===== config.mk =====
export PLATFORM = sky130hd
export DESIGN_NAME = atm_trigger_ctrl
export DESIGN_NICKNAME = d
export VERILOG_FILES = /design/src/pkg/atm_pkg.sv /design/src/design/atm_conv_clk_div.sv /design/src/design/atm_trigger_ctrl.sv
export VERILOG_INCLUDE_DIRS = /design/src /design/src/pkg
export SDC_FILE = /design/constraint.sdc
export NUM_CORES = 1
export LEC_CHECK = 0
export ABC_AREA = 0
export BUFFER_PORTS_ARGS = -buffer_cell sky130_fd_sc_hd__buf_2
export CORE_UTILIZATION = 52
export CTS_CLUSTER_SIZE = 30
export DETAILED_ROUTE_END_ITERATION = 16
export PLACE_DENSITY = 0.77
export RECOVER_POWER = 25
export SLEW_MARGIN = 20
export SYNTH_ARGS = -nofsm -noshare
export SYNTH_HDL_FRONTEND = slang
export SYNTH_SLANG_ARGS = --single-unit

===== constraint.sdc =====
create_clock -name clk_in -period 2.7 [get_ports clk_in]
set_input_delay 0.135 -clock clk_in [delete_from_list [all_inputs] [get_ports clk_in]]
set_output_delay 0.135 -clock clk_in [all_outputs]
set_load 0.02 [all_outputs]

===== src/pkg/atm_defines.svh =====
`ifndef ATM_DEFINES_SVH
`define ATM_DEFINES_SVH

// ----------------------------------------------------------------
// Register map
// ----------------------------------------------------------------
`define ATM_CFG_ADDR 20'hfff32
`define ATM_CFG_RESET 8'h00
`define ATM_CFG_WMASK 8'he3

// ----------------------------------------------------------------
// Field positions of trigger_mode_config_reg
// ----------------------------------------------------------------
`define ATM_TMODE_HI_POS 7
`define ATM_TMODE_LO_POS 6
`define ATM_ONESHOT_POS 5
`define ATM_TSRC_HI_POS 1
`define ATM_TSRC_LO_POS 0

// ----------------------------------------------------------------
// Field codes
// ----------------------------------------------------------------
`define ATM_TMODE_SW 2'h0
`define ATM_TMODE_HW_NOWAIT 2'h2
`define ATM_TMODE_HW_WAIT 2'h3
`define ATM_TSRC_TIMER 2'h0
`define ATM_TSRC_ELC 2'h1
`define ATM_TSRC_INTERVAL 2'h3

// ----------------------------------------------------------------
// Timing count in system-clock cycles and the system-clock period in ns
// ----------------------------------------------------------------
`define ATM_BLANK_CYC 3'h4
`define ATM_SYSCLK_PERIOD_NS 20

`endif


===== src/pkg/atm_pkg.sv =====
package atm_pkg;

    // CPU access to the register space
    typedef struct packed {
        logic [19:0] addr;
        logic wr;
        logic bit_wr;
        logic rd;
        logic [2:0] bit_sel;
        logic [7:0] wdata;
    } atm_cpu_req_type;

    // Loose converter-mode bits kept outside this block
    typedef struct packed {
        logic run;
        logic [2:0] clk_div_sel;
        logic [1:0] volt_mode;
    } atm_conv_ctrl_type;

    // Hardware trigger sources
    typedef struct packed {
        logic timer_ch1_irq;
        logic elc_event;
        logic interval_timer_irq;
        logic rtc_irq;
    } atm_trig_src_type;

    typedef enum logic [2:0] {
        ATM_IDLE = 3'b001,
        ATM_STAB = 3'b010,
        ATM_CONV = 3'b100
    } atm_state_type;

endpackage


===== src/design/atm_conv_clk_div.sv =====
`timescale 1ns/100ps

// ----------------------------------------------------------------
// Conversion clock tick generator
// ----------------------------------------------------------------
module atm_conv_clk_div #(
    parameter int DIV_W = 7
) (
    input wire logic clk_in,
    input wire logic resetn_in,
    input wire logic restart_in,
    input wire logic [DIV_W-1:0] divisor_in,
    output logic tick_out
);
    logic [DIV_W-1:0] cnt_q;

    always_ff @(posedge clk_in) begin
        if (!resetn_in || restart_in) begin
            cnt_q <= '0;
            tick_out <= 1'b0;
        end else if (cnt_q >= divisor_in - DIV_W'(1)) begin
            cnt_q <= '0;
            tick_out <= 1'b1;
        end else begin
            cnt_q <= cnt_q + DIV_W'(1);
            tick_out <= 1'b0;
        end
    end
endmodule


===== src/design/atm_trigger_ctrl.sv =====
`timescale 1ns/100ps
`include "atm_defines.svh"

// Behaviour
// - Trigger mode 10 starts a conversion straight on a detected hardware trigger with no wait.
// - Trigger mode 11 runs a stabilization wait after each hardware trigger before converting.
// - Trigger mode 00 starts conversions only from the software run control.
// - The mode bit at 0 gives back-to-back conversions, at 1 a single conversion per start.
// - Source 00 is the timer channel 1 interrupt, 01 the event link event, 10 selects no trigger.
// - Source 11 routes the interval timer interrupt in as the hardware trigger.
// - After an RTC or interval timer trigger, further ones from those are ignored for four clocks.
// - In wait mode the counted conversion duration includes the stabilization interval.
// - Reset clears the configuration register to zero, giving software, sequential, source 00.
// - The configuration register accepts both single-bit and full byte writes.
module atm_trigger_ctrl
    import atm_pkg::*;
#(
    parameter int CONV_CYC_NORMAL1 = 19,
    parameter int CONV_CYC_NORMAL2 = 17,
    parameter int CONV_CYC_LOWV1 = 19,
    parameter int CONV_CYC_LOWV2 = 17,
    parameter int STAB_CYC = 8,
    parameter int CNT_W = 8
) (
    input wire logic clk_in,
    input wire logic resetn_in,
    input wire atm_pkg::atm_cpu_req_type cpu_req_in,
    input wire atm_pkg::atm_conv_ctrl_type conv_ctrl_in,
    input wire atm_pkg::atm_trig_src_type trig_src_in,
    output logic [7:0] rd_data_out,
    output logic conv_busy_out,
    output logic stab_wait_out,
    output logic sample_start_out,
    output logic conv_done_out,
    output logic [CNT_W-1:0] conv_elapsed_out
);
    import atm_pkg::*;

    // ----------------------------------------------------------------
    // Configuration register
    // ----------------------------------------------------------------
    logic [7:0] cfg_q;
    logic cfg_hit;
    logic [1:0] trig_mode;
    logic oneshot;
    logic [1:0] trig_src;

    // Writable bits as a named constant so a single bit can be picked out
    localparam logic [7:0] CFG_WMASK = `ATM_CFG_WMASK;

    assign cfg_hit = (cpu_req_in.addr == `ATM_CFG_ADDR);
    assign trig_mode = {cfg_q[`ATM_TMODE_HI_POS], cfg_q[`ATM_TMODE_LO_POS]};
    assign oneshot = cfg_q[`ATM_ONESHOT_POS];
    assign trig_src = {cfg_q[`ATM_TSRC_HI_POS], cfg_q[`ATM_TSRC_LO_POS]};

    always_ff @(posedge clk_in) begin
        if (!resetn_in) begin
            cfg_q <= `ATM_CFG_RESET;
        end else if (cfg_hit && cpu_req_in.wr) begin
            cfg_q <= cpu_req_in.wdata & `ATM_CFG_WMASK;
        end else if (cfg_hit && cpu_req_in.bit_wr && CFG_WMASK[cpu_req_in.bit_sel]) begin
            cfg_q[cpu_req_in.bit_sel] <= cpu_req_in.wdata[0];
        end
    end

    always_ff @(posedge clk_in) begin
        if (!resetn_in) begin
            rd_data_out <= 8'h00;
        end else if (cfg_hit && cpu_req_in.rd) begin
            rd_data_out <= cfg_q;
        end else if (cpu_req_in.rd) begin
            rd_data_out <= 8'h00;
        end
    end

    // ----------------------------------------------------------------
    // Hardware trigger selection and blanking
    // ----------------------------------------------------------------
    logic [2:0] blank_q;
    logic blank_src;
    logic raw_trig;
    logic hw_trig;

    // Interval timer and RTC share the short re-trigger blanking
    assign blank_src = (trig_src == `ATM_TSRC_INTERVAL) ? trig_src_in.interval_timer_irq
                                                        : trig_src_in.rtc_irq;

    always_comb begin
        raw_trig = 1'b0;
        if (trig_src == `ATM_TSRC_TIMER) begin
            raw_trig = trig_src_in.timer_ch1_irq;
        end else if (trig_src == `ATM_TSRC_ELC) begin
            raw_trig = trig_src_in.elc_event && !(trig_src_in.rtc_irq && blank_q != 3'h0);
        end else if (trig_src == `ATM_TSRC_INTERVAL) begin
            raw_trig = trig_src_in.interval_timer_irq && (blank_q == 3'h0);
        end
    end

    always_ff @(posedge clk_in) begin
        if (!resetn_in) begin
            blank_q <= 3'h0;
        end else if (blank_q != 3'h0) begin
            blank_q <= blank_q - 3'h1;
        end else if (blank_src) begin
            blank_q <= `ATM_BLANK_CYC;
        end
    end

    // Software mode never listens to hardware sources
    assign hw_trig = conv_ctrl_in.run && raw_trig && trig_mode[1];

    // ----------------------------------------------------------------
    // Conversion clock and length
    // ----------------------------------------------------------------
    logic [6:0] divisor;
    logic [CNT_W-1:0] conv_len;
    logic conv_tick;
    logic restart;

    always_comb begin
        case (conv_ctrl_in.clk_div_sel)
            3'h0: divisor = 7'h40;
            3'h1: divisor = 7'h20;
            3'h2: divisor = 7'h10;
            3'h3: divisor = 7'h08;
            3'h4: divisor = 7'h06;
            3'h5: divisor = 7'h05;
            3'h6: divisor = 7'h04;
            default: divisor = 7'h02;
        endcase
    end

    always_comb begin
        case (conv_ctrl_in.volt_mode)
            2'h0: conv_len = CNT_W'(CONV_CYC_NORMAL1);
            2'h1: conv_len = CNT_W'(CONV_CYC_NORMAL2);
            2'h2: conv_len = CNT_W'(CONV_CYC_LOWV1);
            default: conv_len = CNT_W'(CONV_CYC_LOWV2);
        endcase
    end

    atm_conv_clk_div #(
        .DIV_W(7)
    ) u_clk_div (
        .clk_in(clk_in),
        .resetn_in(resetn_in),
        .restart_in(restart),
        .divisor_in(divisor),
        .tick_out(conv_tick)
    );

    // ----------------------------------------------------------------
    // Sequencer
    // ----------------------------------------------------------------
    atm_state_type state_q;
    logic run_q;
    logic sw_start;
    logic [CNT_W-1:0] phase_cnt_q;
    logic phase_end;
    logic start_any;

    always_ff @(posedge clk_in) begin
        if (!resetn_in) begin
            run_q <= 1'b0;
        end else begin
            run_q <= conv_ctrl_in.run;
        end
    end

    assign sw_start = conv_ctrl_in.run && !run_q && (trig_mode == `ATM_TMODE_SW);
    assign start_any = sw_start || hw_trig;
    assign phase_end = conv_tick && (phase_cnt_q == CNT_W'(1));
    assign restart = (state_q == ATM_IDLE) && start_any;

    always_ff @(posedge clk_in) begin
        if (!resetn_in) begin
            state_q <= ATM_IDLE;
            phase_cnt_q <= '0;
        end else if (!conv_ctrl_in.run) begin
            state_q <= ATM_IDLE;
            phase_cnt_q <= '0;
        end else begin
            case (state_q)
                ATM_IDLE: begin
                    if (hw_trig && trig_mode == `ATM_TMODE_HW_WAIT) begin
                        state_q <= ATM_STAB;
                        phase_cnt_q <= CNT_W'(STAB_CYC);
                    end else if (start_any) begin
                        state_q <= ATM_CONV;
                        phase_cnt_q <= conv_len;
                    end
                end
                ATM_STAB: begin
                    if (phase_end) begin
                        state_q <= ATM_CONV;
                        phase_cnt_q <= conv_len;
                    end else if (conv_tick) begin
                        phase_cnt_q <= phase_cnt_q - CNT_W'(1);
                    end
                end
                ATM_CONV: begin
                    if (phase_end && !oneshot) begin
                        phase_cnt_q <= conv_len;
                    end else if (phase_end) begin
                        state_q <= ATM_IDLE;
                        phase_cnt_q <= '0;
                    end else if (conv_tick) begin
                        phase_cnt_q <= phase_cnt_q - CNT_W'(1);
                    end
                end
                default: begin
                    state_q <= ATM_IDLE;
                    phase_cnt_q <= '0;
                end
            endcase
        end
    end

    // ----------------------------------------------------------------
    // Status outputs
    // ----------------------------------------------------------------
    always_ff @(posedge clk_in) begin
        if (!resetn_in) begin
            sample_start_out <= 1'b0;
            conv_done_out <= 1'b0;
        end else begin
            sample_start_out <= conv_ctrl_in.run
                && ((state_q == ATM_IDLE && start_any && !(hw_trig && trig_mode == `ATM_TMODE_HW_WAIT))
                || (state_q == ATM_STAB && phase_end)
                || (state_q == ATM_CONV && phase_end && !oneshot));
            conv_done_out <= conv_ctrl_in.run && state_q == ATM_CONV && phase_end;
        end
    end

    always_ff @(posedge clk_in) begin
        if (!resetn_in) begin
            conv_busy_out <= 1'b0;
            stab_wait_out <= 1'b0;
        end else begin
            conv_busy_out <= conv_ctrl_in.run && (state_q != ATM_IDLE || start_any);
            stab_wait_out <= conv_ctrl_in.run
                && ((state_q == ATM_STAB && !phase_end)
                || (state_q == ATM_IDLE && hw_trig && trig_mode == `ATM_TMODE_HW_WAIT));
        end
    end

    // Duration in conversion clocks since the trigger, wait included
    always_ff @(posedge clk_in) begin
        if (!resetn_in) begin
            conv_elapsed_out <= '0;
        end else if (restart) begin
            conv_elapsed_out <= '0;
        end else if (state_q != ATM_IDLE && conv_tick) begin
            conv_elapsed_out <= conv_elapsed_out + CNT_W'(1);
        end
    end
endmodule


==> metrics list <==
- Outcome: complete, no violations
- Sum of overflow across all layers after global routing: 0
- For this configuration, the core starts out at a cell density of 0.553.
- Measured in cells, the most critical reg-to-reg path has a length of 3.
* First-pass detailed-route iteration total: 4
- Final routed DRC violation total: 0
- Remaining max-slew budget at the tightest pin: 0.548
- Share of layout cells above drive strength 1: 0.185
- With fillers left out, the area of the finished cells amounts to between 3000 and 4000 um^2.
- Max-cap check violation count: 0
- Library cell occupying the most area in the post-synthesis netlist: sky130_fd_sc_hd__dfxtp_1
- Initial antenna violation count: 0
- Once the clock tree was built, the setup fixing pass inserted 0 buffers.
- Count of routing violations after the opening detailed-route iteration: 179
- Post-CTS resize count: 0
* Ratio of final minimum period to clock period: 0.758
- Die span in y: 76.7 um
- Measured along the x axis, the die boundary spans 76.7 um.
- Ant. Diodes: 0
- STA puts the critical path data arrival time at 2.26 ns.
- Vias per cell: 5.64
* Length of routed wiring on met1: 2.82 mm
- Maximum buffer depth of the clock tree: 2
* Core Area: 5240 um^2
- TritonCTS built the clock tree.
- Routability-driven placement finished with a final weighted congestion of 0.888.
* Type of element capturing the critical path: flip-flop
- Clock skew after layout: 0.0131 ns
* Critical path class: in2reg
* Total routing usage reported by global routing: 0.217
- Static timing analysis puts the maximum clock frequency at 488 MHz.
- The final-report hold violation count was 0.
* Post-CTS Hold Buffers: 0
* WL/cell: roughly 13 um
- Most common library cell in the layout ignoring fill and taps: sky130_fd_sc_hd__dfxtp_1
* Maximum number of pins on one net before global-route repair: 22
- Launching element type of the critical path: primary input
- Class of the most critical hold timing path: in2reg
* Layout overhead on the synthesized area: 13.0%
- Top metal layer carrying routed signals: met4
- Crit path max-delay cell type: sky130_fd_sc_hd__or3_1
- Power density cells: around 450 nW/um^2
- CTS placed an instance of sky130_fd_sc_hd__clkbuf_8 at the clock tree root.
- Top-level port count: 66
- Adding up every negative setup slack in the final design gives 0 ns.
- Yosys attributes the largest share of cell area to sky130_fd_sc_hd__dfxtp_1, sky130_fd_sc_hd__ha_1, sky130_fd_sc_hd__nand3_1.
* Cell-by-cell listing of the critical path: buf_2, xnor2_1, nand2_1, ha_1, or3_1, nand2_1, a22oi_1, ha_1, a211oi_1, o21ai_0, a31o_2, nor3_1
* Least-Margin Pin Slew: just under 0.7 ns
* Syn_area_per_cell: 8.75 um^2
* Number of clock sinks seen by CTS: 51
* Setup violators final: 0
* CTS Buf Count: 5
- Maximum fanout along the worst path: 8
- For this run, the slowest stage of the critical path takes 0.32 ns.
- Routed WL: around 6.0 mm
- The synthesized netlist contains 65 unique library cells.
- Peak supply drop: about 0.00040 V
- In this run, synthesis produced a sequential element count of 51.
- Commonest non-fill, non-tap cells in the layout: sky130_fd_sc_hd__dfxtp_1, sky130_fd_sc_hd__buf_2, sky130_fd_sc_hd__nand2_1, sky130_fd_sc_hd__nor2_1, sky130_fd_sc_hd__nand3_1
* Worst Hold Depth: 2
- Synthesis produced a netlist whose cell count is 331.
- Cell Rows: 26
- After detailed placement, the total cell area comes to 3190 um^2.
- Depth of the CTS H-tree: 2
- The number of placed instances, taps included, is 445.
- Finished Layout Cells: between 400 and 500
* Number of pins with negative max-slew slack in the final report: 0
- Placed wire-length estimate after detailed placement: 4.48 mm
- Mapped Area: 2900 um^2
* Asr flop ratio synth: 0
- Detailed routing placed a total of 2.89 mm of wire on met2.
- Primary flip-flop cell chosen by synthesis mapping: sky130_fd_sc_hd__dfxtp_1
- The detail route stage leaves a number of antenna-violating nets equal to 0.
* Routed vias: between 2000 and 3000
* Sequential element share of the synthesized area: 0.352
- After the last flow step, the layout net total stands at 440.
- The first global-routing pass estimated 10.4 mm of wire.
- Die Area: around 5900 um^2
- In this run, synthesis inferred 0 flip-flops with an integrated enable.
* Clock edge transition at the registers on the reported setup and hold paths: roughly 0.09 ns
- Buffers placed on the I/O ports in this run total just over 60.
* Clock insertion delay at the later pin of the skew report: 0.32 ns
- At the worst endpoint, the required time is 2.92 ns.
- Yosys printed 0 warnings.
- Final critical delay including setup and external delays: roughly 2 ns
* Setup repair after global routing missed its margin: no
- The via count of the first global-routing pass came to 2321.
- Net count after synthesis: 389
- Worst-case register-to-register setup slack: roughly 0.7 ns
- Summed over all cells, the static leakage comes to about 1.3 nW.
* Total length of routed met3 wires: 292 um
- Area share of the largest cell type after synthesis: 0.352
[layer usage]
layer	GRT usage	vias up
met2	0.359	55
li1	-	1314
met3	0.0583	6
met1	0.269	1181
met4	0.0808	0
met5	0	-
[cells in the mapped netlist (all sizes together) (10+ instances only)]
| cell type | n |
|---|---|
| a21boi | 11 |
| nand2b | 14 |
| nand4 | 10 |
| and3 | 10 |
| nand2 | 24 |
| nor3 | 15 |
| ha | 12 |
| nand3 | 21 |
| a21oi | 10 |
| o21ai | 12 |
| dfxtp | 51 |
| buf | 10 |
| xor2 | 10 |
| nor2 | 26 |
[per-stage QoR]
stage | hold slack [ns] | power [W] | worst slack (ns) | utilization
2_1_floorplan | 0.301 | 0.000930 | 0.540 | -
3_3_place_gp | 0.427 | 0.000982 | 0.426 | 0.609
3_5_place_dp | 0.433 | 0.000987 | 0.308 | 0.609
4_1_cts | 0.105 | 0.00147 | 0.644 | 0.629
5_1_grt | 0.103 | 0.00152 | 0.431 | 0.625
6_report | 0.107 | 0.00146 | 0.652 | 0.625
[cell families after synthesis]
kind of cell | count (synthesis) | share of synthesized area
buffers and inverters | 25 | 0.0453
adders and majority gates | 12 | 0.0518
muxes | 3 | 0.0104
DFF | 51 | 0.352
and+or+nand+nor | 154 | 0.313
xor gates and xnor gates | 16 | 0.0484
AOI/OAI and AO/OA | 70 | 0.179
[critical path: cells and delay by family]
family	cells	cell delay [ns]
simple gates	4	0.69
fa+ha+maj	2	0.47
compound gates	4	0.70
buf+inv	1	0.13
xor+xnor	1	0.14
[report_power, final]
group	internal, W	leakage [nW]	switching [W]
Clock	0.000233	0.0505	0.000257
Sequential	0.000766	0.413	0.0000179
Combinational	0.0000843	0.804	0.000101
Total	0.00108	1.27	0.000376
[flip-flops by register name (all words and copies together), names as in the netlist]
signal              count
cfg_q                   8
conv_elapsed_out        8
phase_cnt_q             8
rd_data_out             8
u_clk_div.cnt_q         7
blank_q                 3
state_q                 3
conv_busy_out           1
conv_done_out           1
run_q                   1
sample_start_out        1
stab_wait_out           1
u_clk_div.tick_out      1
[area by class of cell]
type                    instances  area (um^2)
clock buffers                   7         96.3
clock inverters                 1         7.51
fillers                       466         1960
inverters                       8         30.0
multi-input cells             255         1750
flip-flops and latches         51         1020
well taps                      70         87.6
repair buffers                 61          287
[worst paths after layout]
kind,startpoint,endpoint
max,conv_ctrl_in[3],u_clk_div.cnt_q[4]
max reg2reg,state_q[0],u_clk_div.cnt_q[4]
min,cpu_req_in[7],cfg_q[7]
min reg2reg,rd_data_out[6],rd_data_out[6]
No activity file was read; power rests on OpenSTA's default activity.
